<file path="src/shared/huisp_consts.svh">
`ifndef HUISP_CONSTS_SVH
`define HUISP_CONSTS_SVH

// ==========================================
// Register map and fixed addresses
`define HUISP_BAUD_ADDR 7'h3b
`define HUISP_FIFO_ADDR 7'h05
`define HUISP_GCALL_ADDR 7'h00
`define HUISP_DEVID_ADDR 7'h7c
`define HUISP_BAUD_RST 8'h7a

// ==========================================
// Divider register fields
`define HUISP_BAUD_EXP 7:5
`define HUISP_BAUD_CNT 4:0
`define HUISP_DIV_ONE 13'h0001
`define HUISP_DIV_OFS 13'h0021

// ==========================================
// Reference clock emulation (27120 kHz out of 100000 kHz)
`define HUISP_REF_KHZ 17'h069f0
`define HUISP_CLK_KHZ 17'h186a0

// ==========================================
// Spike suppression and pin reset levels
`define HUISP_SPIKE_NS 50
`define HUISP_CLK_NS 10
`define HUISP_SPIKE_CYC ((`HUISP_SPIKE_NS + `HUISP_CLK_NS - 1) / `HUISP_CLK_NS)
`define HUISP_PIN_RST 7'h0e
`define HUISP_TX_IDLE 10'h3ff

`endif

</file>
<file path="src/shared/huisp_pkg.sv">
`include "huisp_consts.svh"

package huisp_pkg;

	// ==========================================
	// State encodings
	typedef enum logic [1:0] {
		U_IDLE = 2'b00,
		U_START = 2'b01,
		U_DATA = 2'b10,
		U_STOP = 2'b11
	} huisp_urx_t;

	typedef enum logic [2:0] {
		I_IDLE = 3'b000,
		I_ADDR = 3'b001,
		I_AACK = 3'b010,
		I_RX = 3'b011,
		I_RACK = 3'b100,
		I_TX = 3'b101,
		I_TACK = 3'b110
	} huisp_i2c_t;

	// ==========================================
	// Whole block state
	typedef struct packed {
		logic [6:0] s1;
		logic [6:0] s2;
		logic [6:0] s3;
		logic [6:0] flt;
		logic [1:0] ln_f;
		logic [1:0] ln_q;
		logic [1:0][2:0] spk;
		logic [16:0] acc;
		logic [7:0] baud;
		huisp_urx_t u_st;
		logic [12:0] u_cnt;
		logic [2:0] u_bit;
		logic [7:0] u_sh;
		logic u_have;
		logic [6:0] u_addr;
		logic u_hold;
		logic [7:0] u_hold_d;
		logic [12:0] t_cnt;
		logic [3:0] t_bit;
		logic [9:0] t_sh;
		logic t_pend;
		logic [7:0] t_byte;
		logic rd_req;
		logic rd_uart;
		logic re;
		logic [6:0] ra;
		logic [7:0] rd_data;
		logic [1:0][6:0] b_addr;
		logic [1:0][7:0] b_data;
		logic b_head;
		logic [1:0] b_cnt;
		huisp_i2c_t i_st;
		logic [3:0] i_bit;
		logic [7:0] i_sh;
		logic [6:0] i_ptr;
		logic i_first;
		logic i_rw;
		logic oe;
	} huisp_state_t;

	// Reset image: idle-high lines start high, divider at its default
	function automatic huisp_state_t huisp_rst_state();
		huisp_state_t s;
		s = '0;
		s.s1 = `HUISP_PIN_RST;
		s.s2 = `HUISP_PIN_RST;
		s.s3 = `HUISP_PIN_RST;
		s.flt = `HUISP_PIN_RST;
		s.ln_f = 2'h3;
		s.ln_q = 2'h3;
		s.baud = `HUISP_BAUD_RST;
		s.t_sh = `HUISP_TX_IDLE;
		return s;
	endfunction

endpackage

</file>
<file path="src/hw/huisp_port.sv">
// Notes on behaviour
// - Bit time is (count+1) or (count+33)*2^(exp-1) reference periods.
// - Exponent 0..7; count range 1..32 at zero exponent, else 33..64.
// - Setting 0x7a gives 115.2 kbit/s, 0x15 gives 1228.8 kbit/s.
// - Character is start 0, eight data bits, stop 1, no parity.
// - UART bytes travel least significant bit first.
// - UART read: one address byte in, one data byte out.
// - UART write: address then data; address byte is echoed.
// - I2C side is slave only; no clock, arbitration or high speed.
// - Clock line is never held low by this block.
// - General call and device-identification requests are ignored.
// - I2C runs up to 400 kbit/s or 1 Mbit/s.
// - Spike filtering on both I2C lines whenever I2C is selected.
// - Data line changes only while clock is low.
// - Start and stop are data edges while clock is high.
// - Bus busy from start to stop; repeated start acts as start.
// - I2C bytes go MSB first, each followed by an acknowledge.
// - Receiver pulls data low for acknowledge; transmitter releases.
// - On master not-acknowledge the slave releases the data line.
// - Address is fixed 5-bit prefix plus two pin or nonvolatile bits.
// - Bit rate defaults to 115.2 kbit/s after reset.
// - I2C write: pointer byte, then data to rising addresses except FIFO.
// - I2C read returns bytes from auto-increment pointer except FIFO.
`timescale 1ns/10ps
`default_nettype none
`include "huisp_consts.svh"

module huisp_port #(
	parameter logic [4:0] ADDR_PREFIX = 5'h13 // Arbitrary value
)(
	// Clock and reset
	input wire logic clk,
	input wire logic nrst,
	// Interface selection and address straps
	input wire logic i2c_mode,
	input wire logic adr1,
	input wire logic adr2,
	input wire logic use_nv_addr,
	input wire logic [1:0] nv_addr_lo,
	// UART pins
	input wire logic uart_rx,
	output logic uart_tx,
	input wire logic uart_read_trigger_pin,
	// I2C pins
	input wire logic scl_in,
	input wire logic sda_in,
	output logic sda_out,
	output logic sda_oe,
	// Register file read port
	output logic reg_re,
	output logic [6:0] reg_addr,
	input wire logic [7:0] reg_rdata,
	// Register file write stream
	output logic wr_valid,
	input wire logic wr_ready,
	output logic [6:0] wr_addr,
	output logic [7:0] wr_data,
	output logic wr_room
);
	import huisp_pkg::*;

	// ==========================================
	// Helpers
	// Bit time in reference periods
	function automatic logic [12:0] bit_ticks(input logic [7:0] b);
		logic [2:0] e;
		e = b[`HUISP_BAUD_EXP];
		if (e == 3'h0)
			return {8'h00, b[`HUISP_BAUD_CNT]} + `HUISP_DIV_ONE;
		return ({8'h00, b[`HUISP_BAUD_CNT]} + `HUISP_DIV_OFS) << (e - 3'h1);
	endfunction

	// Pointer step that holds at the FIFO address
	function automatic logic [6:0] next_ptr(input logic [6:0] p);
		return (p == `HUISP_FIFO_ADDR) ? p : p + 7'h01;
	endfunction

	localparam huisp_state_t ST_RST = huisp_rst_state();

	huisp_state_t st_r;
	huisp_state_t st_nxt;
	logic [16:0] acc_sum;
	logic u_tick;
	logic [12:0] nt;
	logic mode;
	logic rx;
	logic u_done;
	logic i_rise;
	logic i_fall;
	logic i_start;
	logic i_stop;
	logic [6:0] my_addr;
	logic addr_match;
	logic room;
	logic pop;
	logic [7:0] rd_val;
	logic push_v;
	logic [6:0] push_a;
	logic [7:0] push_d;
	logic load;
	logic slot;

	// ==========================================
	// Derived events
	assign acc_sum = st_r.acc + `HUISP_REF_KHZ;
	assign u_tick = acc_sum >= `HUISP_CLK_KHZ;
	assign nt = bit_ticks(st_r.baud);
	assign mode = st_r.flt[0];
	assign rx = st_r.flt[3];
	assign u_done = st_r.u_st == U_STOP && u_tick && st_r.u_cnt == 13'h0 && rx;
	assign i_rise = st_r.ln_f[0] && !st_r.ln_q[0];
	assign i_fall = !st_r.ln_f[0] && st_r.ln_q[0];
	assign i_start = st_r.ln_f[0] && st_r.ln_q[0] && st_r.ln_q[1] && !st_r.ln_f[1];
	assign i_stop = st_r.ln_f[0] && st_r.ln_q[0] && !st_r.ln_q[1] && st_r.ln_f[1];
	assign my_addr = {ADDR_PREFIX, use_nv_addr ? nv_addr_lo : {st_r.flt[5], st_r.flt[4]}};
	assign addr_match = st_r.i_sh[7:1] == my_addr && st_r.i_sh[7:1] != `HUISP_GCALL_ADDR
		&& st_r.i_sh[7:1] != `HUISP_DEVID_ADDR;
	assign room = st_r.b_cnt != 2'h2;
	assign pop = wr_valid && wr_ready;
	assign rd_val = (st_r.ra == `HUISP_BAUD_ADDR) ? st_r.baud : reg_rdata;
	assign slot = st_r.b_head ^ st_r.b_cnt[0];

	// ==========================================
	// Next state
	always_comb
	begin
		st_nxt = st_r;
		push_v = 1'b0;
		push_a = st_r.u_addr;
		push_d = st_r.u_hold_d;
		load = 1'b0;
		// Three-stage pin capture; a change counts once stages two and three agree
		st_nxt.s1 = {uart_read_trigger_pin, adr2, adr1, uart_rx, sda_in, scl_in, i2c_mode};
		st_nxt.s2 = st_r.s1;
		st_nxt.s3 = st_r.s2;
		st_nxt.flt = (~(st_r.s2 ^ st_r.s3) & st_r.s3) | ((st_r.s2 ^ st_r.s3) & st_r.flt);
		// Spike suppression on clock and data while I2C is selected
		for (int k = 0; k < 2; k++)
		begin
			st_nxt.ln_q[k] = st_r.ln_f[k];
			if (!mode || st_r.flt[k + 1] == st_r.ln_f[k])
			begin
				st_nxt.spk[k] = 3'h0;
				st_nxt.ln_f[k] = st_r.flt[k + 1];
			end
			else if (st_r.spk[k] == 3'(`HUISP_SPIKE_CYC - 1))
			begin
				st_nxt.spk[k] = 3'h0;
				st_nxt.ln_f[k] = st_r.flt[k + 1];
			end
			else
				st_nxt.spk[k] = st_r.spk[k] + 3'h1;
		end
		// Fractional reference tick generator
		st_nxt.acc = u_tick ? acc_sum - `HUISP_CLK_KHZ : acc_sum;

		// UART receiver, samples mid-bit, LSB first
		case (st_r.u_st)
			U_IDLE:
				if (!mode && !rx)
				begin
					st_nxt.u_st = U_START;
					st_nxt.u_cnt = nt >> 1;
				end
			U_START:
				if (u_tick && st_r.u_cnt == 13'h0)
				begin
					st_nxt.u_st = rx ? U_IDLE : U_DATA;
					st_nxt.u_cnt = nt - 13'h1;
					st_nxt.u_bit = 3'h0;
				end
				else if (u_tick)
					st_nxt.u_cnt = st_r.u_cnt - 13'h1;
			U_DATA:
				if (u_tick && st_r.u_cnt == 13'h0)
				begin
					st_nxt.u_sh = {rx, st_r.u_sh[7:1]};
					st_nxt.u_cnt = nt - 13'h1;
					st_nxt.u_bit = st_r.u_bit + 3'h1;
					if (st_r.u_bit == 3'h7)
						st_nxt.u_st = U_STOP;
				end
				else if (u_tick)
					st_nxt.u_cnt = st_r.u_cnt - 13'h1;
			U_STOP:
				if (u_tick && st_r.u_cnt == 13'h0)
					st_nxt.u_st = U_IDLE;
				else if (u_tick)
					st_nxt.u_cnt = st_r.u_cnt - 13'h1;
			default:
				st_nxt.u_st = U_IDLE;
		endcase

		// UART transmitter: start, eight data bits LSB first, stop
		// Runs before the request logic so a request in the same cycle is kept
		if (st_r.t_bit == 4'h0)
		begin
			if (st_r.t_pend)
			begin
				st_nxt.t_sh = {1'b1, st_r.t_byte, 1'b0};
				st_nxt.t_bit = 4'ha;
				st_nxt.t_cnt = nt - 13'h1;
				st_nxt.t_pend = 1'b0;
			end
		end
		else if (u_tick && st_r.t_cnt == 13'h0)
		begin
			st_nxt.t_sh = {1'b1, st_r.t_sh[9:1]};
			st_nxt.t_bit = st_r.t_bit - 4'h1;
			st_nxt.t_cnt = nt - 13'h1;
		end
		else if (u_tick)
			st_nxt.t_cnt = st_r.t_cnt - 13'h1;

		// Register read: waits for queued writes so it sees them
		st_nxt.re = 1'b0;
		if (st_r.re)
		begin
			st_nxt.rd_data = rd_val;
			if (st_r.rd_uart)
			begin
				st_nxt.t_pend = 1'b1;
				st_nxt.t_byte = rd_val;
			end
		end
		else if (st_r.rd_req && st_r.b_cnt == 2'h0)
		begin
			st_nxt.re = 1'b1;
			st_nxt.rd_req = 1'b0;
		end

		// UART byte protocol: address byte, then data for writes
		// Comes after the launch logic above so a new request wins over a clear
		if (st_r.u_hold && room)
		begin
			push_v = 1'b1;
			st_nxt.u_hold = 1'b0;
		end
		if (u_done && !st_r.u_have)
		begin
			if (st_r.u_sh[0])
			begin
				if (st_r.flt[6])
				begin
					st_nxt.rd_req = 1'b1;
					st_nxt.rd_uart = 1'b1;
					st_nxt.ra = st_r.u_sh[7:1];
				end
			end
			else
			begin
				st_nxt.u_have = 1'b1;
				st_nxt.u_addr = st_r.u_sh[7:1];
				st_nxt.t_pend = 1'b1;
				st_nxt.t_byte = st_r.u_sh;
			end
		end
		else if (u_done)
		begin
			st_nxt.u_have = 1'b0;
			st_nxt.u_hold = 1'b1;
			st_nxt.u_hold_d = st_r.u_sh;
		end

		// I2C slave; data line only ever changes on a clock fall
		if (!mode)
		begin
			st_nxt.i_st = I_IDLE;
			st_nxt.oe = 1'b0;
		end
		else if (i_start)
		begin
			st_nxt.i_st = I_ADDR;
			st_nxt.i_bit = 4'h0;
			st_nxt.oe = 1'b0;
		end
		else if (i_stop)
		begin
			st_nxt.i_st = I_IDLE;
			st_nxt.oe = 1'b0;
		end
		else
		begin
			case (st_r.i_st)
				I_ADDR, I_RX:
					if (i_rise && st_r.i_bit != 4'h8)
					begin
						st_nxt.i_sh = {st_r.i_sh[6:0], st_r.ln_f[1]};
						st_nxt.i_bit = st_r.i_bit + 4'h1;
					end
					else if (i_fall && st_r.i_bit == 4'h8 && st_r.i_st == I_ADDR)
					begin
						st_nxt.i_st = addr_match ? I_AACK : I_IDLE;
						st_nxt.oe = addr_match;
						st_nxt.i_rw = st_r.i_sh[0];
						st_nxt.i_first = 1'b1;
						if (addr_match && st_r.i_sh[0])
						begin
							st_nxt.rd_req = 1'b1;
							st_nxt.rd_uart = 1'b0;
							st_nxt.ra = st_r.i_ptr;
						end
					end
					else if (i_fall && st_r.i_bit == 4'h8)
					begin
						st_nxt.i_st = I_RACK;
						st_nxt.i_first = 1'b0;
						st_nxt.oe = 1'b1;
						if (st_r.i_first)
							st_nxt.i_ptr = st_r.i_sh[6:0];
						else if (room)
						begin
							push_v = 1'b1;
							push_a = st_r.i_ptr;
							push_d = st_r.i_sh;
							st_nxt.i_ptr = next_ptr(st_r.i_ptr);
						end
						else
							st_nxt.oe = 1'b0;
					end
				I_AACK:
					if (i_fall && st_r.i_rw)
						load = 1'b1;
					else if (i_fall)
					begin
						st_nxt.i_st = I_RX;
						st_nxt.i_bit = 4'h0;
						st_nxt.oe = 1'b0;
					end
				I_RACK:
					if (i_fall)
					begin
						st_nxt.i_st = I_RX;
						st_nxt.i_bit = 4'h0;
						st_nxt.oe = 1'b0;
					end
				I_TX:
					if (i_fall && st_r.i_bit == 4'h8)
					begin
						st_nxt.i_st = I_TACK;
						st_nxt.oe = 1'b0;
					end
					else if (i_fall)
					begin
						st_nxt.oe = !st_r.i_sh[7];
						st_nxt.i_sh = {st_r.i_sh[6:0], 1'b0};
						st_nxt.i_bit = st_r.i_bit + 4'h1;
					end
				I_TACK:
					if (i_rise)
					begin
						st_nxt.i_first = !st_r.ln_f[1];
						if (!st_r.ln_f[1])
						begin
							st_nxt.i_ptr = next_ptr(st_r.i_ptr);
							st_nxt.ra = next_ptr(st_r.i_ptr);
							st_nxt.rd_req = 1'b1;
							st_nxt.rd_uart = 1'b0;
						end
					end
					else if (i_fall && st_r.i_first)
						load = 1'b1;
					else if (i_fall)
						st_nxt.i_st = I_IDLE;
				default:
					st_nxt.i_st = I_IDLE;
			endcase
		end
		// Put the first bit of a fetched byte on the line
		if (load)
		begin
			st_nxt.i_st = I_TX;
			st_nxt.oe = !st_r.rd_data[7];
			st_nxt.i_sh = {st_r.rd_data[6:0], 1'b0};
			st_nxt.i_bit = 4'h1;
		end

		// Divider register is held here; other writes go to the buffer
		if (push_v && push_a == `HUISP_BAUD_ADDR)
			st_nxt.baud = push_d;
		else if (push_v)
		begin
			st_nxt.b_addr[slot] = push_a;
			st_nxt.b_data[slot] = push_d;
		end
		st_nxt.b_head = st_r.b_head ^ pop;
		st_nxt.b_cnt = st_r.b_cnt + {1'b0, push_v && push_a != `HUISP_BAUD_ADDR}
			- {1'b0, pop};
	end

	// ==========================================
	// State register
	always_ff @(posedge clk or negedge nrst)
	begin
		if (!nrst)
			st_r <= ST_RST;
		else
			st_r <= st_nxt;
	end

	// ==========================================
	// Outputs
	assign uart_tx = st_r.t_sh[0];
	assign sda_out = 1'b0;
	assign sda_oe = st_r.oe;
	assign reg_re = st_r.re;
	assign reg_addr = st_r.ra;
	assign wr_valid = st_r.b_cnt != 2'h0;
	assign wr_addr = st_r.b_addr[st_r.b_head];
	assign wr_data = st_r.b_data[st_r.b_head];
	assign wr_room = room;
endmodule
`default_nettype wire

</file>
<file path="config.mk">
export PLATFORM = sky130hd
export DESIGN_NAME = huisp_port
export DESIGN_NICKNAME = d
export VERILOG_FILES = /design/src/shared/huisp_pkg.sv /design/src/hw/huisp_port.sv
export VERILOG_INCLUDE_DIRS = /design/src /design/src/shared
export SDC_FILE = /design/constraint.sdc
export NUM_CORES = 1
export LEC_CHECK = 0
export BUFFER_PORTS_ARGS = -buffer_cell sky130_fd_sc_hd__buf_4
export CAP_MARGIN = 10
export CORE_UTILIZATION = 50
export CTS_CLUSTER_SIZE = 8
export DETAILED_ROUTE_END_ITERATION = 16
export PLACE_DENSITY_LB_ADDON = 0.3
export SLEW_MARGIN = 0
export SYNTH_ARGS = -nofsm -noshare
export SYNTH_HDL_FRONTEND = slang
export SYNTH_SLANG_ARGS = --single-unit
</file>
<file path="constraint.sdc">
create_clock -name clk -period 4.2 [get_ports clk]
set_input_delay 0.84 -clock clk [delete_from_list [all_inputs] [get_ports clk]]
set_output_delay 0.84 -clock clk [all_outputs]
set_load 0.03 [all_outputs]
</file>
==> flow_summary.html, run 1 <==
<table>
<tr><th>Metric</th><th>Value</th></tr>
<tr><th colspan="2">Status</th></tr>
<tr><td>Outcome</td><td>complete, no violations</td></tr>
<tr><th colspan="2">Final layout</th></tr>
<tr><td>Most common library cell in the layout ignoring fill and taps</td><td>sky130_fd_sc_hd__dfrtp_1</td></tr>
<tr><td>Number of nets in the finished design</td><td>~1300</td></tr>
<tr><td>Register cell area after layout</td><td>between 5000 and 6000 sq um</td></tr>
<tr><td>Area overhead of the layout relative to synthesis</td><td>12.5%</td></tr>
<tr><td>Filler Cells Inserted</td><td>approximately 2000</td></tr>
<tr><td>Share of cells above drive strength 1</td><td>about 20%</td></tr>
<tr><td>Final antenna diode count</td><td>0</td></tr>
<tr><td>Non-filler instance count after layout</td><td>1594</td></tr>
<tr><td>End-of-flow core utilization</td><td>between 50% and 60%</td></tr>
<tr><td>Commonest non-fill, non-tap cells in the layout</td><td>183 x sky130_fd_sc_hd__dfrtp_1, 157 x sky130_fd_sc_hd__nand2_1, 90 x sky130_fd_sc_hd__nor2_1, 82 x sky130_fd_sc_hd__mux2_2, 76 x sky130_fd_sc_hd__o21ai_0</td></tr>
<tr><td>Total area of multi-input combinational cells</td><td>~6100 sq um</td></tr>
<tr><th colspan="2">Routing</th></tr>
<tr><td>Drt total wl</td><td>slightly below 30 mm</td></tr>
<tr><td>Count of TritonRoute iterations in the first routing pass</td><td>6</td></tr>
<tr><td>Drt via density</td><td>roughly 5.9</td></tr>
<tr><td>Number of vias in the routed layout</td><td>slightly above 9000</td></tr>
<tr><td>Post-DR wirelength/cell</td><td>approximately 18 um</td></tr>
<tr><td>DRC violations left</td><td>0</td></tr>
<tr><td>First-iteration detailed-routing DRC count</td><td>~630</td></tr>
<tr><td>Residual antenna-violating net count after detailed routing</td><td>0</td></tr>
<tr><th colspan="2">STA</th></tr>
<tr><td>Unrepaired setup endpoints after global routing</td><td>false</td></tr>
<tr><td>Crit share post-route</td><td>92.1%</td></tr>
<tr><td>Final Max Tran Viols</td><td>0</td></tr>
<tr><td>Setup TNS after final layout</td><td>0 ns</td></tr>
<tr><td>Worst slew slack as a fraction of its limit</td><td>roughly 43%</td></tr>
<tr><td>Fin crit period</td><td>approximately 3.9 ns</td></tr>
<tr><td>Actual transition at the worst max-transition pin</td><td>between 0.8 and 0.9 ns</td></tr>
<tr><td>Peak clock frequency supported by timing</td><td>roughly 0.26 GHz</td></tr>
<tr><td>Setup violations, final</td><td>0</td></tr>
<tr><td>Slack of the critical path</td><td>around 0.33 ns</td></tr>
<tr><td>Worst-case hold slack</td><td>0.318 ns</td></tr>
<tr><td>Hold Vio Cnt, Final</td><td>0</td></tr>
<tr><td>Final Skew</td><td>about 0.019 ns</td></tr>
<tr><th colspan="2">Floorplanning</th></tr>
<tr><td>Die Ht</td><td>between 150 and 200 um</td></tr>
<tr><td>DIE AREA</td><td>between 20000 and 25000 sq um</td></tr>
<tr><td>Starting utilization of the core area</td><td>around half</td></tr>
<tr><td>Num ports</td><td>49</td></tr>
<tr><td>Std cell rows</td><td>56</td></tr>
<tr><td>Die W</td><td>156 um</td></tr>
<tr><td>Core region area</td><td>between 20000 and 25000 sq um</td></tr>
<tr><th colspan="2">Clock tree</th></tr>
<tr><td>Clk Latency, worst-skew pair</td><td>between 0.5 and 0.6 ns</td></tr>
<tr><td>CTS tree</td><td>done</td></tr>
<tr><td>Number of H-tree branching levels</td><td>1</td></tr>
<tr><td>Clock buffers created by TritonCTS</td><td>30</td></tr>
<tr><td>Sink Count</td><td>~210</td></tr>
<tr><td>Total setup buffers inserted after CTS</td><td>0</td></tr>
<tr><td>Cts hold-fix bufs</td><td>0</td></tr>
<tr><td>Clock root buffer</td><td>sky130_fd_sc_hd__clkbuf_16</td></tr>
<tr><td>Clock Pin Slew Worst Setup and Hold Paths</td><td>approximately 0.050 ns</td></tr>
<tr><td>Buffer levels on the longest clock path</td><td>3</td></tr>
<tr><td># resized after CTS</td><td>0</td></tr>
<tr><th colspan="2">Min path</th></tr>
<tr><td>Class of the most critical hold timing path</td><td>input pin to asynchronous set/reset pin</td></tr>
<tr><th colspan="2">Global routing</th></tr>
<tr><td>Maximum number of pins on one net before global-route repair</td><td>95</td></tr>
<tr><td>Global-route total usage across every layer</td><td>24.7%</td></tr>
<tr><td>Number of antenna violations at the first check in global routing</td><td>0</td></tr>
<tr><td>Total grt overflow</td><td>0</td></tr>
<tr><td>Wire length of the first global-routing pass</td><td>48.0 mm</td></tr>
<tr><td>Number of global-route vias before repair</td><td>9014</td></tr>
<tr><th colspan="2">Yosys</th></tr>
<tr><td>Synth Area in Adders</td><td>between 2 and 3%</td></tr>
<tr><td>Share of the synthesized area in compound gates (AO/OA/AOI/OAI)</td><td>roughly 16%</td></tr>
<tr><td>Share of synthesized area spent on multiplexers</td><td>a little over a tenth</td></tr>
<tr><td>Synth warn</td><td>0</td></tr>
<tr><td>Seq cells post-synth</td><td>213</td></tr>
<tr><td>Combinational family with the most area after synthesis</td><td>simple AND/OR/NAND/NOR gates</td></tr>
<tr><td>Synth Area in Simple Gates</td><td>around 17%</td></tr>
<tr><td>Synth async-reset ratio</td><td>100%</td></tr>
<tr><td>Instance count of the mapped netlist</td><td>approximately 1200</td></tr>
<tr><td>Top flip-flop cell by instance count after synthesis</td><td>sky130_fd_sc_hd__dfrtp_1</td></tr>
<tr><td>Number of flops mapped to enable cells by yosys</td><td>0</td></tr>
<tr><td>Summed instance area of the synthesized netlist</td><td>approximately 12000 sq um</td></tr>
<tr><td>Sequential share of the synthesized area</td><td>45.0%</td></tr>
<tr><td>Average footprint of a synthesized cell</td><td>9.80 sq um</td></tr>
<tr><td>XOR/XNOR share of the synthesized area</td><td>approximately 4.0%</td></tr>
<tr><td>Number of nets in the synthesized netlist</td><td>1261</td></tr>
<tr><td>Yosys cell types</td><td>between 90 and 100</td></tr>
<tr><th colspan="2">Setup path</th></tr>
<tr><td>Setup slack on the worst flop-to-flop path</td><td>about 0.33 ns</td></tr>
<tr><td>Setup crit end kind</td><td>flop</td></tr>
<tr><td>Setup CP Type</td><td>flop to flop</td></tr>
<tr><td>Critical path fanouts, max</td><td>21</td></tr>
<tr><td>CP arrival</td><td>~4.3 ns</td></tr>
<tr><td>Cell at the slowest stage of the critical path</td><td>sky130_fd_sc_hd__o21ai_2</td></tr>
<tr><td>Largest delay share family, worst path</td><td>compound AO/OA/AOI/OAI gates</td></tr>
<tr><td>Critical-path cell list</td><td>inv_1 -&gt; ha_1 -&gt; xnor2_1 -&gt; ha_1 -&gt; nor3_1 -&gt; o21ai_0 -&gt; a32oi_2 -&gt; o311ai_4 -&gt; or3b_4 -&gt; o21ai_2 -&gt; and2_1 -&gt; a22oi_1 -&gt; o41ai_1</td></tr>
<tr><td>Kind of launch point of the worst setup path</td><td>flop</td></tr>
<tr><td>Data required time at the worst endpoint</td><td>between 4 and 5 ns</td></tr>
<tr><td>Worst path bufs/invs</td><td>1</td></tr>
<tr><td>Delay of the slowest cell on the worst path</td><td>0.68 ns</td></tr>
<tr><td>Cell type with the highest occurrence count on the critical path</td><td>sky130_fd_sc_hd__ha_1</td></tr>
<tr><th colspan="2">Placed design</th></tr>
<tr><td>Post-placement setup slack</td><td>about 0.38 ns</td></tr>
<tr><td>Final RePlAce weighted congestion</td><td>around 0.87</td></tr>
<tr><td>Post-DP HPWL</td><td>around 21 mm</td></tr>
<tr><td>Number of placed instances, taps included</td><td>about 1500</td></tr>
<tr><td>Count of input and output buffers</td><td>47</td></tr>
<tr><th colspan="2">Pwr</th></tr>
<tr><td>Standby leakage power</td><td>between 5 and 6 nW</td></tr>
<tr><td>Combinational power share</td><td>just over 20%</td></tr>
<tr><td>Worst IR Drop VDD</td><td>0.366 mV</td></tr>
<tr><td>Sw power</td><td>between 0.002 and 0.0025 W</td></tr>
<tr><td>Fraction of power consumed by the clock network</td><td>35.7%</td></tr>
<tr><td>Fraction of power consumed by sequential logic</td><td>roughly 44%</td></tr>
<tr><td>Power density over the cells</td><td>between 400 and 500 nW/um^2</td></tr>
<tr><td>Share of total power consumed by net switching</td><td>between 30% and 40%</td></tr>
<tr><td>Cell-internal power</td><td>0.00431 W</td></tr>
<tr><th colspan="2">Run</th></tr>
<tr><td># Max-Cap Violations</td><td>0</td></tr>
</table>
cell usage after synthesis, types with 16 or more instances:
master,instances,share of area [%]
sky130_fd_sc_hd__a21oi_1,52,2.2
sky130_fd_sc_hd__xnor2_1,32,2.3
sky130_fd_sc_hd__o21ai_0,77,3.2
sky130_fd_sc_hd__mux2_2,82,7.7
sky130_fd_sc_hd__mux2i_1,35,2.9
sky130_fd_sc_hd__nand2_1,157,4.9
sky130_fd_sc_hd__nor2_1,90,2.8
sky130_fd_sc_hd__o21ai_1,19,0.80
sky130_fd_sc_hd__xor2_1,20,1.5
sky130_fd_sc_hd__dfrtp_1,183,38
sky130_fd_sc_hd__inv_1,33,1.0
sky130_fd_sc_hd__nor3_1,31,1.3
sky130_fd_sc_hd__nand3_1,24,1.0
sky130_fd_sc_hd__o211ai_1,16,1.0
sky130_fd_sc_hd__clkbuf_1,42,1.3
sky130_fd_sc_hd__ha_1,22,2.3
sky130_fd_sc_hd__dfstp_2,30,6.6
power groups by stage:
stage | clock network, W | logic [W] | registers, W
2_1_floorplan | 0 | 0.00108 | 0.00262
3_3_place_gp | 0 | 0.00123 | 0.00280
3_5_place_dp | 0 | 0.00127 | 0.00280
4_1_cts | 0.00231 | 0.00128 | 0.00278
5_1_grt | 0.00240 | 0.00143 | 0.00284
6_report | 0.00226 | 0.00128 | 0.00279
layout make-up:
cell class / instances / area share [%]
multi-input combinational: 903 / 45.6
sequential: 213 / 40.0
clock buffer: 55 / 6.37
timing repair buffer: 69 / 3.91
tap: 319 / 2.97
inverter: 34 / 0.951
clock inverter: 1 / 0.224
logic make-up after synthesis:
kind of cell / count (synthesis)
buffers and inverters: 102
muxes: 117
AOI/OAI and AO/OA: 286
and+or+nand+nor: 416
adders and majority gates: 30
other: 1
DFF: 213
xor gates and xnor gates: 53
through the flow:
stage                     power, W  area [sq um]
final                      0.00633         13400
after global routing       0.00667         13400
after CTS                  0.00637         13400
after detailed placement   0.00407         12500
after global placement     0.00403         12500
after floorplan            0.00371         11900
sequential cells by signal (all words and copies together) (netlist names), named ones only:
signal    count
uart_tx       1
sda_oe        1
reg_addr      7
st_nxt       16
reg_re        1
st_r        179
routing by layer:
layer | wire length (um) | share of wire [%] | GRT usage, %
met3 | 1510 | 5.1 | 3.52
met2 | 13800 | 47 | 40.2
met4 | 1130 | 3.8 | 9.71
met1 | 13000 | 44 | 33.4
met5 | 0 | 0 | 0
path summary, 6_finish.rpt:
check / from / endpoint / depth (start not counted)
max in group asynchronous: nrst / st_r[16]$_DFFE_PN0P_ / 2
min in group clk: st_nxt[208]$_DFF_PN0_ / st_nxt[201]$_DFF_PN0_ / 0
setup / recovery: st_r[167]$_DFF_PN0_ / st_r[109]$_DFFE_PN0P_ / 13
hold / removal: nrst / sda_oe$_DFFE_PN0P_ / 1
hold reg to reg: st_nxt[208]$_DFF_PN0_ / st_nxt[201]$_DFF_PN0_ / 0
setup reg to reg: st_r[167]$_DFF_PN0_ / st_r[109]$_DFFE_PN0P_ / 13
Note: power is estimated with default switching activity, not from simulation.
==> run 2: changes to the inputs <==
--- a/config.mk
+++ b/config.mk
@@ -12,6 +12,7 @@
 export CTS_CLUSTER_SIZE = 8
 export DETAILED_ROUTE_END_ITERATION = 16
 export PLACE_DENSITY_LB_ADDON = 0.3
+export RECOVER_POWER = 100
 export SLEW_MARGIN = 0
 export SYNTH_ARGS = -nofsm -noshare
 export SYNTH_HDL_FRONTEND = slang
==> run 2 against run 1 <==
The run now ends with capacitance limit, slew limit left. Global-route usage is the same. First-iteration DRC count grew 3.7%. Count of clock-buffer cells in the layout is the same. Clock power is essentially flat. Core utilization shrank 0.75 points. Register-to-register slack lost 0.04 ns. Maximum frequency shrank 1.0%. Worst setup slack lost 0.040 ns. Total power shrank 0.73%. Die area is the same. Critical path type unchanged. Critical endpoint is now st_r[32]$_DFFE_PN0P_.
==> flow_summary.html, run 2 (synthesis gave the netlist of run 1 again) <==
<table>
<tr><th>Metric</th><th>Value</th></tr>
<tr><th colspan="2">Status</th></tr>
<tr><td>Failing checks</td><td>capacitance limit, slew limit</td></tr>
<tr><td>Outcome</td><td>complete, but fails checks</td></tr>
<tr><th colspan="2">STA</th></tr>
<tr><td>Crit share post-route</td><td>slightly above 90%</td></tr>
<tr><td>Worst slew slack as a fraction of its limit</td><td>-58.2%</td></tr>
<tr><td>Fin crit period</td><td>roughly 3.9 ns</td></tr>
<tr><td>Setup TNS after final layout</td><td>0 ns</td></tr>
<tr><td>Hold Vio Cnt, Final</td><td>0</td></tr>
<tr><td>Slack of the critical path</td><td>between 0.2 and 0.3 ns</td></tr>
<tr><td>Final Max Tran Viols</td><td>about 120</td></tr>
<tr><td>Final Skew</td><td>about 0.022 ns</td></tr>
<tr><td>Peak clock frequency supported by timing</td><td>~0.26 GHz</td></tr>
<tr><td>Unrepaired setup endpoints after global routing</td><td>false</td></tr>
<tr><td>Actual transition at the worst max-transition pin</td><td>2.37 ns</td></tr>
<tr><td>Setup violations, final</td><td>0</td></tr>
<tr><th colspan="2">Clock tree</th></tr>
<tr><td>Cts hold-fix bufs</td><td>0</td></tr>
<tr><td>Clock buffers created by TritonCTS</td><td>30</td></tr>
<tr><td>Buffer levels on the longest clock path</td><td>3</td></tr>
<tr><td>Sink Count</td><td>roughly 210</td></tr>
<tr><td>Clk Latency, worst-skew pair</td><td>0.56 ns</td></tr>
<tr><td># resized after CTS</td><td>0</td></tr>
<tr><td>Total setup buffers inserted after CTS</td><td>0</td></tr>
<tr><td>Clock root buffer</td><td>sky130_fd_sc_hd__clkbuf_16</td></tr>
<tr><td>Clock Pin Slew Worst Setup and Hold Paths</td><td>approximately 0.050 ns</td></tr>
<tr><td>CTS tree</td><td>done</td></tr>
<tr><td>Number of H-tree branching levels</td><td>1</td></tr>
<tr><th colspan="2">Setup path</th></tr>
<tr><td>Data required time at the worst endpoint</td><td>4.63 ns</td></tr>
<tr><td>Kind of launch point of the worst setup path</td><td>flop</td></tr>
<tr><td>CP arrival</td><td>between 4 and 5 ns</td></tr>
<tr><td>Worst reg2reg path startpoint</td><td>st_r[24]$_DFFE_PN0P_</td></tr>
<tr><td>Reg2reg path depth</td><td>6</td></tr>
<tr><td>Crit path to</td><td>st_r[32]$_DFFE_PN0P_</td></tr>
<tr><td>Setup slack on the worst flop-to-flop path</td><td>roughly 0.29 ns</td></tr>
<tr><td>Capture point of the worst reg-to-reg path</td><td>st_r[32]$_DFFE_PN0P_</td></tr>
<tr><td>Setup CP Type</td><td>flop to flop</td></tr>
<tr><td>Critical path fanouts, max</td><td>17</td></tr>
<tr><td>CP startpoint</td><td>st_r[24]$_DFFE_PN0P_</td></tr>
<tr><td>Setup crit end kind</td><td>flop</td></tr>
<tr><th colspan="2">Final layout</th></tr>
<tr><td>Commonest non-fill, non-tap cells in the layout</td><td>183 x sky130_fd_sc_hd__dfrtp_1, 157 x sky130_fd_sc_hd__nand2_1, 90 x sky130_fd_sc_hd__nor2_1, 87 x sky130_fd_sc_hd__o21ai_0, 81 x sky130_fd_sc_hd__mux2_2</td></tr>
<tr><td>Share of cells above drive strength 1</td><td>approximately 16%</td></tr>
<tr><td>Most common library cell in the layout ignoring fill and taps</td><td>sky130_fd_sc_hd__dfrtp_1</td></tr>
<tr><td>Final antenna diode count</td><td>0</td></tr>
<tr><td>Number of nets in the finished design</td><td>1294</td></tr>
<tr><td>Flip-flop count of the largest register after layout</td><td>between 150 and 200</td></tr>
<tr><td>Area overhead of the layout relative to synthesis</td><td>11.0%</td></tr>
<tr><td>Register with the most flip-flops</td><td>st_r</td></tr>
<tr><td>Non-filler instance count after layout</td><td>between 1500 and 2000</td></tr>
<tr><th colspan="2">Floorplanning</th></tr>
<tr><td>DIE AREA</td><td>roughly 24000 sq um</td></tr>
<tr><td>Std cell rows</td><td>56</td></tr>
<tr><td>Die W</td><td>156 um</td></tr>
<tr><td>Core region area</td><td>~23000 sq um</td></tr>
<tr><td>Die Ht</td><td>around 160 um</td></tr>
<tr><td>Num ports</td><td>~50</td></tr>
<tr><td>Starting utilization of the core area</td><td>about half</td></tr>
<tr><th colspan="2">Global routing</th></tr>
<tr><td>Number of antenna violations at the first check in global routing</td><td>0</td></tr>
<tr><td>Total grt overflow</td><td>0</td></tr>
<tr><td>Global-route total usage across every layer</td><td>24.7%</td></tr>
<tr><td>Maximum number of pins on one net before global-route repair</td><td>95</td></tr>
<tr><td>Wire length of the first global-routing pass</td><td>48.0 mm</td></tr>
<tr><td>Number of global-route vias before repair</td><td>about 9000</td></tr>
<tr><th colspan="2">Pwr</th></tr>
<tr><td>Standby leakage power</td><td>5.60 nW</td></tr>
<tr><td>Power density over the cells</td><td>between 400 and 500 nW/um^2</td></tr>
<tr><td>Worst IR Drop VDD</td><td>roughly 0.35 mV</td></tr>
<tr><td>Total power draw</td><td>around 0.0063 W</td></tr>
<tr><th colspan="2">Run</th></tr>
<tr><td># Max-Cap Violations</td><td>2</td></tr>
<tr><th colspan="2">Routing</th></tr>
<tr><td>Number of vias in the routed layout</td><td>9319</td></tr>
<tr><td>Drt via density</td><td>approximately 6</td></tr>
<tr><td>DRC violations left</td><td>0</td></tr>
<tr><td>Drt total wl</td><td>around 29 mm</td></tr>
<tr><td>First-iteration detailed-routing DRC count</td><td>approximately 650</td></tr>
<tr><td>Count of TritonRoute iterations in the first routing pass</td><td>7</td></tr>
<tr><td>Residual antenna-violating net count after detailed routing</td><td>0</td></tr>
<tr><td>Post-DR wirelength/cell</td><td>between 15 and 20 um</td></tr>
<tr><th colspan="2">Placed design</th></tr>
<tr><td>Post-placement setup slack</td><td>around 0.38 ns</td></tr>
<tr><td>Number of placed instances, taps included</td><td>between 1500 and 2000</td></tr>
<tr><td>Final RePlAce weighted congestion</td><td>around 0.87</td></tr>
<tr><td>Post-DP HPWL</td><td>20.6 mm</td></tr>
<tr><td>Count of input and output buffers</td><td>47</td></tr>
<tr><th colspan="2">Min path</th></tr>
<tr><td>Class of the most critical hold timing path</td><td>flop to flop</td></tr>
</table>
-- run 2: worst min path at each step --
stage,from,end,slack (ns),cells after the start
4_1_cts,nrst,st_r[138]$_DFFE_PN0P_,0.34,1
5_1_grt,st_nxt[204]$_DFF_PN0_,st_nxt[197]$_DFF_PN0_,0.35,0
2_1_floorplan,st_nxt[204]$_DFF_PN0_,st_nxt[197]$_DFF_PN0_,0.33,0
6_report,st_nxt[208]$_DFF_PN0_,st_nxt[201]$_DFF_PN0_,0.35,0
3_3_place_gp,st_nxt[204]$_DFF_PN0_,st_nxt[197]$_DFF_PN0_,0.33,0
3_5_place_dp,st_nxt[210]$_DFF_PN0_,st_nxt[203]$_DFF_PN0_,0.33,0
-- run 2: cell type report --
cell class | count | area [sq um]
Multi-Input combinational cell | 903 | 6080
Inverter | 34 | 128
Tap cell | 319 | 399
Clock buffer | 55 | 855
Timing Repair Buffer | 69 | 390
Fill cell | 2057 | 10200
Sequential cell | 213 | 5370
Clock inverter | 1 | 30.0
-- run 2: report_power, final --
part,total [W],switching [W],internal [W]
Sequential,0.00278,0.000390,0.00239
Clock,0.00225,0.000897,0.00136
Combinational,0.00124,0.000711,0.000531
Total,0.00628,0.00200,0.00428
-- run 2: critical path, stage by stage, from the launching register on --
cell	delay, ns
sky130_fd_sc_hd__dfrtp_1	0.57
sky130_fd_sc_hd__nand2b_1	0.35
sky130_fd_sc_hd__or3_1	0.49
sky130_fd_sc_hd__nor3_1	0.91
sky130_fd_sc_hd__o21ai_0	0.33
sky130_fd_sc_hd__or3_1	0.73
sky130_fd_sc_hd__mux2_2	0.39
-- run 2: layer usage --
metal | global-route usage, % | up-vias | wire length, um
li1 | - | 4445 | -
met1 | 33.4 | 4513 | 13000
met2 | 40.2 | 286 | 13900
met3 | 3.52 | 75 | 1410
met4 | 9.71 | 0 | 1130
met5 | 0 | - | 0
-- run 2: stage by stage --
step,cell area (sq um),utilization [%],hold slack (ns)
CTS,13400,57.2,0.342
global route,13200,56.4,0.352
finish,13200,56.4,0.345
global placement,12500,53.4,0.332
detailed placement,12500,53.4,0.335
floorplan,11900,-,0.331
==> run 3: changes to the inputs <==
==> constraint.sdc (replaced) <==
create_clock -name clk -period 5 [get_ports clk]
set_input_delay 1 -clock clk [delete_from_list [all_inputs] [get_ports clk]]
set_output_delay 1 -clock clk [all_outputs]
set_load 0.03 [all_outputs]
==> run 3 against run 2 <==
The run still ends with capacitance limit, slew limit left. Sequential cell count did not move. Global-route usage fell by 0.56 points. Sequential share of layout area rose by 0.29 points. Cell area fell by 0.70%. Combinational power fell by 16%. Largest cell class unchanged. Highest routed layer unchanged.
==> flow_summary.html, run 3 (synthesis gave the netlist of run 1 again) <==
<table>
<tr><th>Metric</th><th>Value</th></tr>
<tr><th colspan="2">Floorplanning</th></tr>
<tr><td>Core region area</td><td>roughly 23000 sq um</td></tr>
<tr><td>Die Ht</td><td>roughly 160 um</td></tr>
<tr><td>DIE AREA</td><td>around 24000 sq um</td></tr>
<tr><td>Die W</td><td>between 150 and 200 um</td></tr>
<tr><td>Num ports</td><td>between 40 and 50</td></tr>
<tr><td>Std cell rows</td><td>56</td></tr>
<tr><td>Starting utilization of the core area</td><td>between 50 and 60%</td></tr>
<tr><th colspan="2">Placed design</th></tr>
<tr><td>Count of input and output buffers</td><td>between 40 and 50</td></tr>
<tr><td>Final RePlAce weighted congestion</td><td>0.921</td></tr>
<tr><td>Post-DP HPWL</td><td>about 20 mm</td></tr>
<tr><th colspan="2">Setup path</th></tr>
<tr><td>Cell at the slowest stage of the critical path</td><td>sky130_fd_sc_hd__o311ai_4</td></tr>
<tr><td>Largest delay share family, worst path</td><td>compound AO/OA/AOI/OAI gates</td></tr>
<tr><td>Kind of launch point of the worst setup path</td><td>flop</td></tr>
<tr><td>Critical path fanouts, max</td><td>16</td></tr>
<tr><td>Data required time at the worst endpoint</td><td>between 5 and 6 ns</td></tr>
<tr><td>Setup crit end kind</td><td>flop</td></tr>
<tr><td>Worst path bufs/invs</td><td>2</td></tr>
<tr><td>CP arrival</td><td>between 4 and 5 ns</td></tr>
<tr><td>Setup CP Type</td><td>flop to flop</td></tr>
<tr><td>Delay of the slowest cell on the worst path</td><td>~0.58 ns</td></tr>
<tr><td>Setup slack on the worst flop-to-flop path</td><td>about 0.7 ns</td></tr>
<tr><td>Critical-path cell list</td><td>inv_1 -&gt; ha_1 -&gt; xnor2_1 -&gt; ha_1 -&gt; nor3_1 -&gt; o21ai_0 -&gt; a32oi_1 -&gt; o311ai_4 -&gt; clkbuf_1 -&gt; or3_1 -&gt; or3_1 -&gt; o211ai_1 -&gt; nand2_1</td></tr>
<tr><th colspan="2">Final layout</th></tr>
<tr><td>Flip-flop count of the largest register after layout</td><td>179</td></tr>
<tr><td>Final antenna diode count</td><td>0</td></tr>
<tr><td>Number of nets in the finished design</td><td>about 1300</td></tr>
<tr><td>Register with the most flip-flops</td><td>st_r</td></tr>
<tr><td>Commonest non-fill, non-tap cells in the layout</td><td>183 x sky130_fd_sc_hd__dfrtp_1, 157 x sky130_fd_sc_hd__nand2_1, 91 x sky130_fd_sc_hd__nor2_1, 86 x sky130_fd_sc_hd__o21ai_0, 80 x sky130_fd_sc_hd__mux2_2</td></tr>
<tr><td>Area overhead of the layout relative to synthesis</td><td>10.2%</td></tr>
<tr><td>Most common library cell in the layout ignoring fill and taps</td><td>sky130_fd_sc_hd__dfrtp_1</td></tr>
<tr><td>Share of cells above drive strength 1</td><td>14.9%</td></tr>
<tr><th colspan="2">Run</th></tr>
<tr><td># Max-Cap Violations</td><td>2</td></tr>
<tr><th colspan="2">Routing</th></tr>
<tr><td>DRC violations left</td><td>0</td></tr>
<tr><td>Count of TritonRoute iterations in the first routing pass</td><td>5</td></tr>
<tr><td>Drt via density</td><td>around 5.8</td></tr>
<tr><td>Number of vias in the routed layout</td><td>9216</td></tr>
<tr><td>Residual antenna-violating net count after detailed routing</td><td>0</td></tr>
<tr><td>Post-DR wirelength/cell</td><td>18.0 um</td></tr>
<tr><td>First-iteration detailed-routing DRC count</td><td>between 600 and 700</td></tr>
<tr><td>Drt total wl</td><td>28.5 mm</td></tr>
<tr><th colspan="2">Global routing</th></tr>
<tr><td>Number of global-route vias before repair</td><td>around 8900</td></tr>
<tr><td>Wire length of the first global-routing pass</td><td>47.1 mm</td></tr>
<tr><td>Maximum number of pins on one net before global-route repair</td><td>approximately 130</td></tr>
<tr><td>Global-route total usage across every layer</td><td>24.2%</td></tr>
<tr><td>Number of antenna violations at the first check in global routing</td><td>0</td></tr>
<tr><td>Total grt overflow</td><td>0</td></tr>
<tr><th colspan="2">STA</th></tr>
<tr><td>Final Skew</td><td>about 0.049 ns</td></tr>
<tr><td>Setup TNS after final layout</td><td>0 ns</td></tr>
<tr><td>Unrepaired setup endpoints after global routing</td><td>false</td></tr>
<tr><td>Setup violations, final</td><td>0</td></tr>
<tr><td>Fin crit period</td><td>4.29 ns</td></tr>
<tr><td>Final Max Tran Viols</td><td>140</td></tr>
<tr><td>Peak clock frequency supported by timing</td><td>between 0.2 and 0.25 GHz</td></tr>
<tr><td>Actual transition at the worst max-transition pin</td><td>between 3 and 4 ns</td></tr>
<tr><td>Crit share post-route</td><td>~86%</td></tr>
<tr><td>Hold Vio Cnt, Final</td><td>0</td></tr>
<tr><td>Worst slew slack as a fraction of its limit</td><td>-109%</td></tr>
<tr><th colspan="2">Status</th></tr>
<tr><td>Failing checks</td><td>capacitance limit, slew limit</td></tr>
<tr><td>Outcome</td><td>complete, but fails checks</td></tr>
<tr><th colspan="2">Pwr</th></tr>
<tr><td>Total power draw</td><td>0.00526 W</td></tr>
<tr><td>Worst IR Drop VDD</td><td>0.309 mV</td></tr>
<tr><td>Standby leakage power</td><td>between 5 and 6 nW</td></tr>
<tr><td>Power density over the cells</td><td>400 nW/um^2</td></tr>
<tr><th colspan="2">Clock tree</th></tr>
<tr><td>Clock root buffer</td><td>sky130_fd_sc_hd__clkbuf_16</td></tr>
<tr><td>Sink Count</td><td>approximately 210</td></tr>
<tr><td>Cts hold-fix bufs</td><td>0</td></tr>
<tr><td>Total setup buffers inserted after CTS</td><td>0</td></tr>
<tr><td>CTS tree</td><td>done</td></tr>
<tr><td># resized after CTS</td><td>0</td></tr>
<tr><td>Buffer levels on the longest clock path</td><td>3</td></tr>
<tr><td>Clock Pin Slew Worst Setup and Hold Paths</td><td>about 0.050 ns</td></tr>
<tr><td>Number of H-tree branching levels</td><td>1</td></tr>
<tr><td>Clock buffers created by TritonCTS</td><td>30</td></tr>
<tr><td>Clk Latency, worst-skew pair</td><td>about 0.57 ns</td></tr>
<tr><th colspan="2">Min path</th></tr>
<tr><td>Class of the most critical hold timing path</td><td>flop to flop</td></tr>
</table>
[run 3: final timing paths]
path | start | to | cells after the start
hold / removal | st_nxt[210]$_DFF_PN0_ | st_nxt[203]$_DFF_PN0_ | 0
max in group asynchronous | nrst | st_r[151]$_DFFE_PN0P_ | 2
setup / recovery | st_r[167]$_DFF_PN0_ | st_r[80]$_DFF_PN0_ | 13
min in group asynchronous | nrst | st_r[24]$_DFFE_PN0P_ | 1
hold reg to reg | st_nxt[210]$_DFF_PN0_ | st_nxt[203]$_DFF_PN0_ | 0
setup reg to reg | st_r[167]$_DFF_PN0_ | st_r[80]$_DFF_PN0_ | 13
[run 3: where the power goes]
group | switching, W | internal (W) | total (W) | leakage (nW)
clock | 0.000757 | 0.00113 | 0.00188 | 0.411
combinational | 0.000596 | 0.000447 | 0.00104 | 2.46
sequential | 0.000326 | 0.00201 | 0.00234 | 2.68
[run 3: metrics by stage]
step	setup WS [ns]	std cells	util [%]	hold WS [ns]	cell area (sq um)
finish	0.706	1581	56.0	0.344	13200
global placement	1.02	1525	53.0	0.333	12400
floorplan	1.39	1218	-	0.331	11900
CTS	0.928	1581	56.8	0.348	13300
detailed placement	0.947	1525	53.0	0.337	12400
global route	0.337	1581	56.0	0.349	13200
[run 3: cell type report]
type | count | area (sq um)
Clock inverter | 1 | 30.0
Clock buffer | 55 | 845
Fill cell | 2050 | 10300
Sequential cell | 213 | 5370
Timing Repair Buffer | 56 | 312
Multi-Input combinational cell | 903 | 6070
Inverter | 34 | 128
Tap cell | 319 | 399
[run 3: layer usage]
metal  track usage, %  up-vias  share of wire [%]
met3             3.96       60                5.2
met1             33.2     4459                 45
met4             9.10        0                3.4
met5                0        -                  0
li1                 -     4401                  -
met2             38.4      296                 47
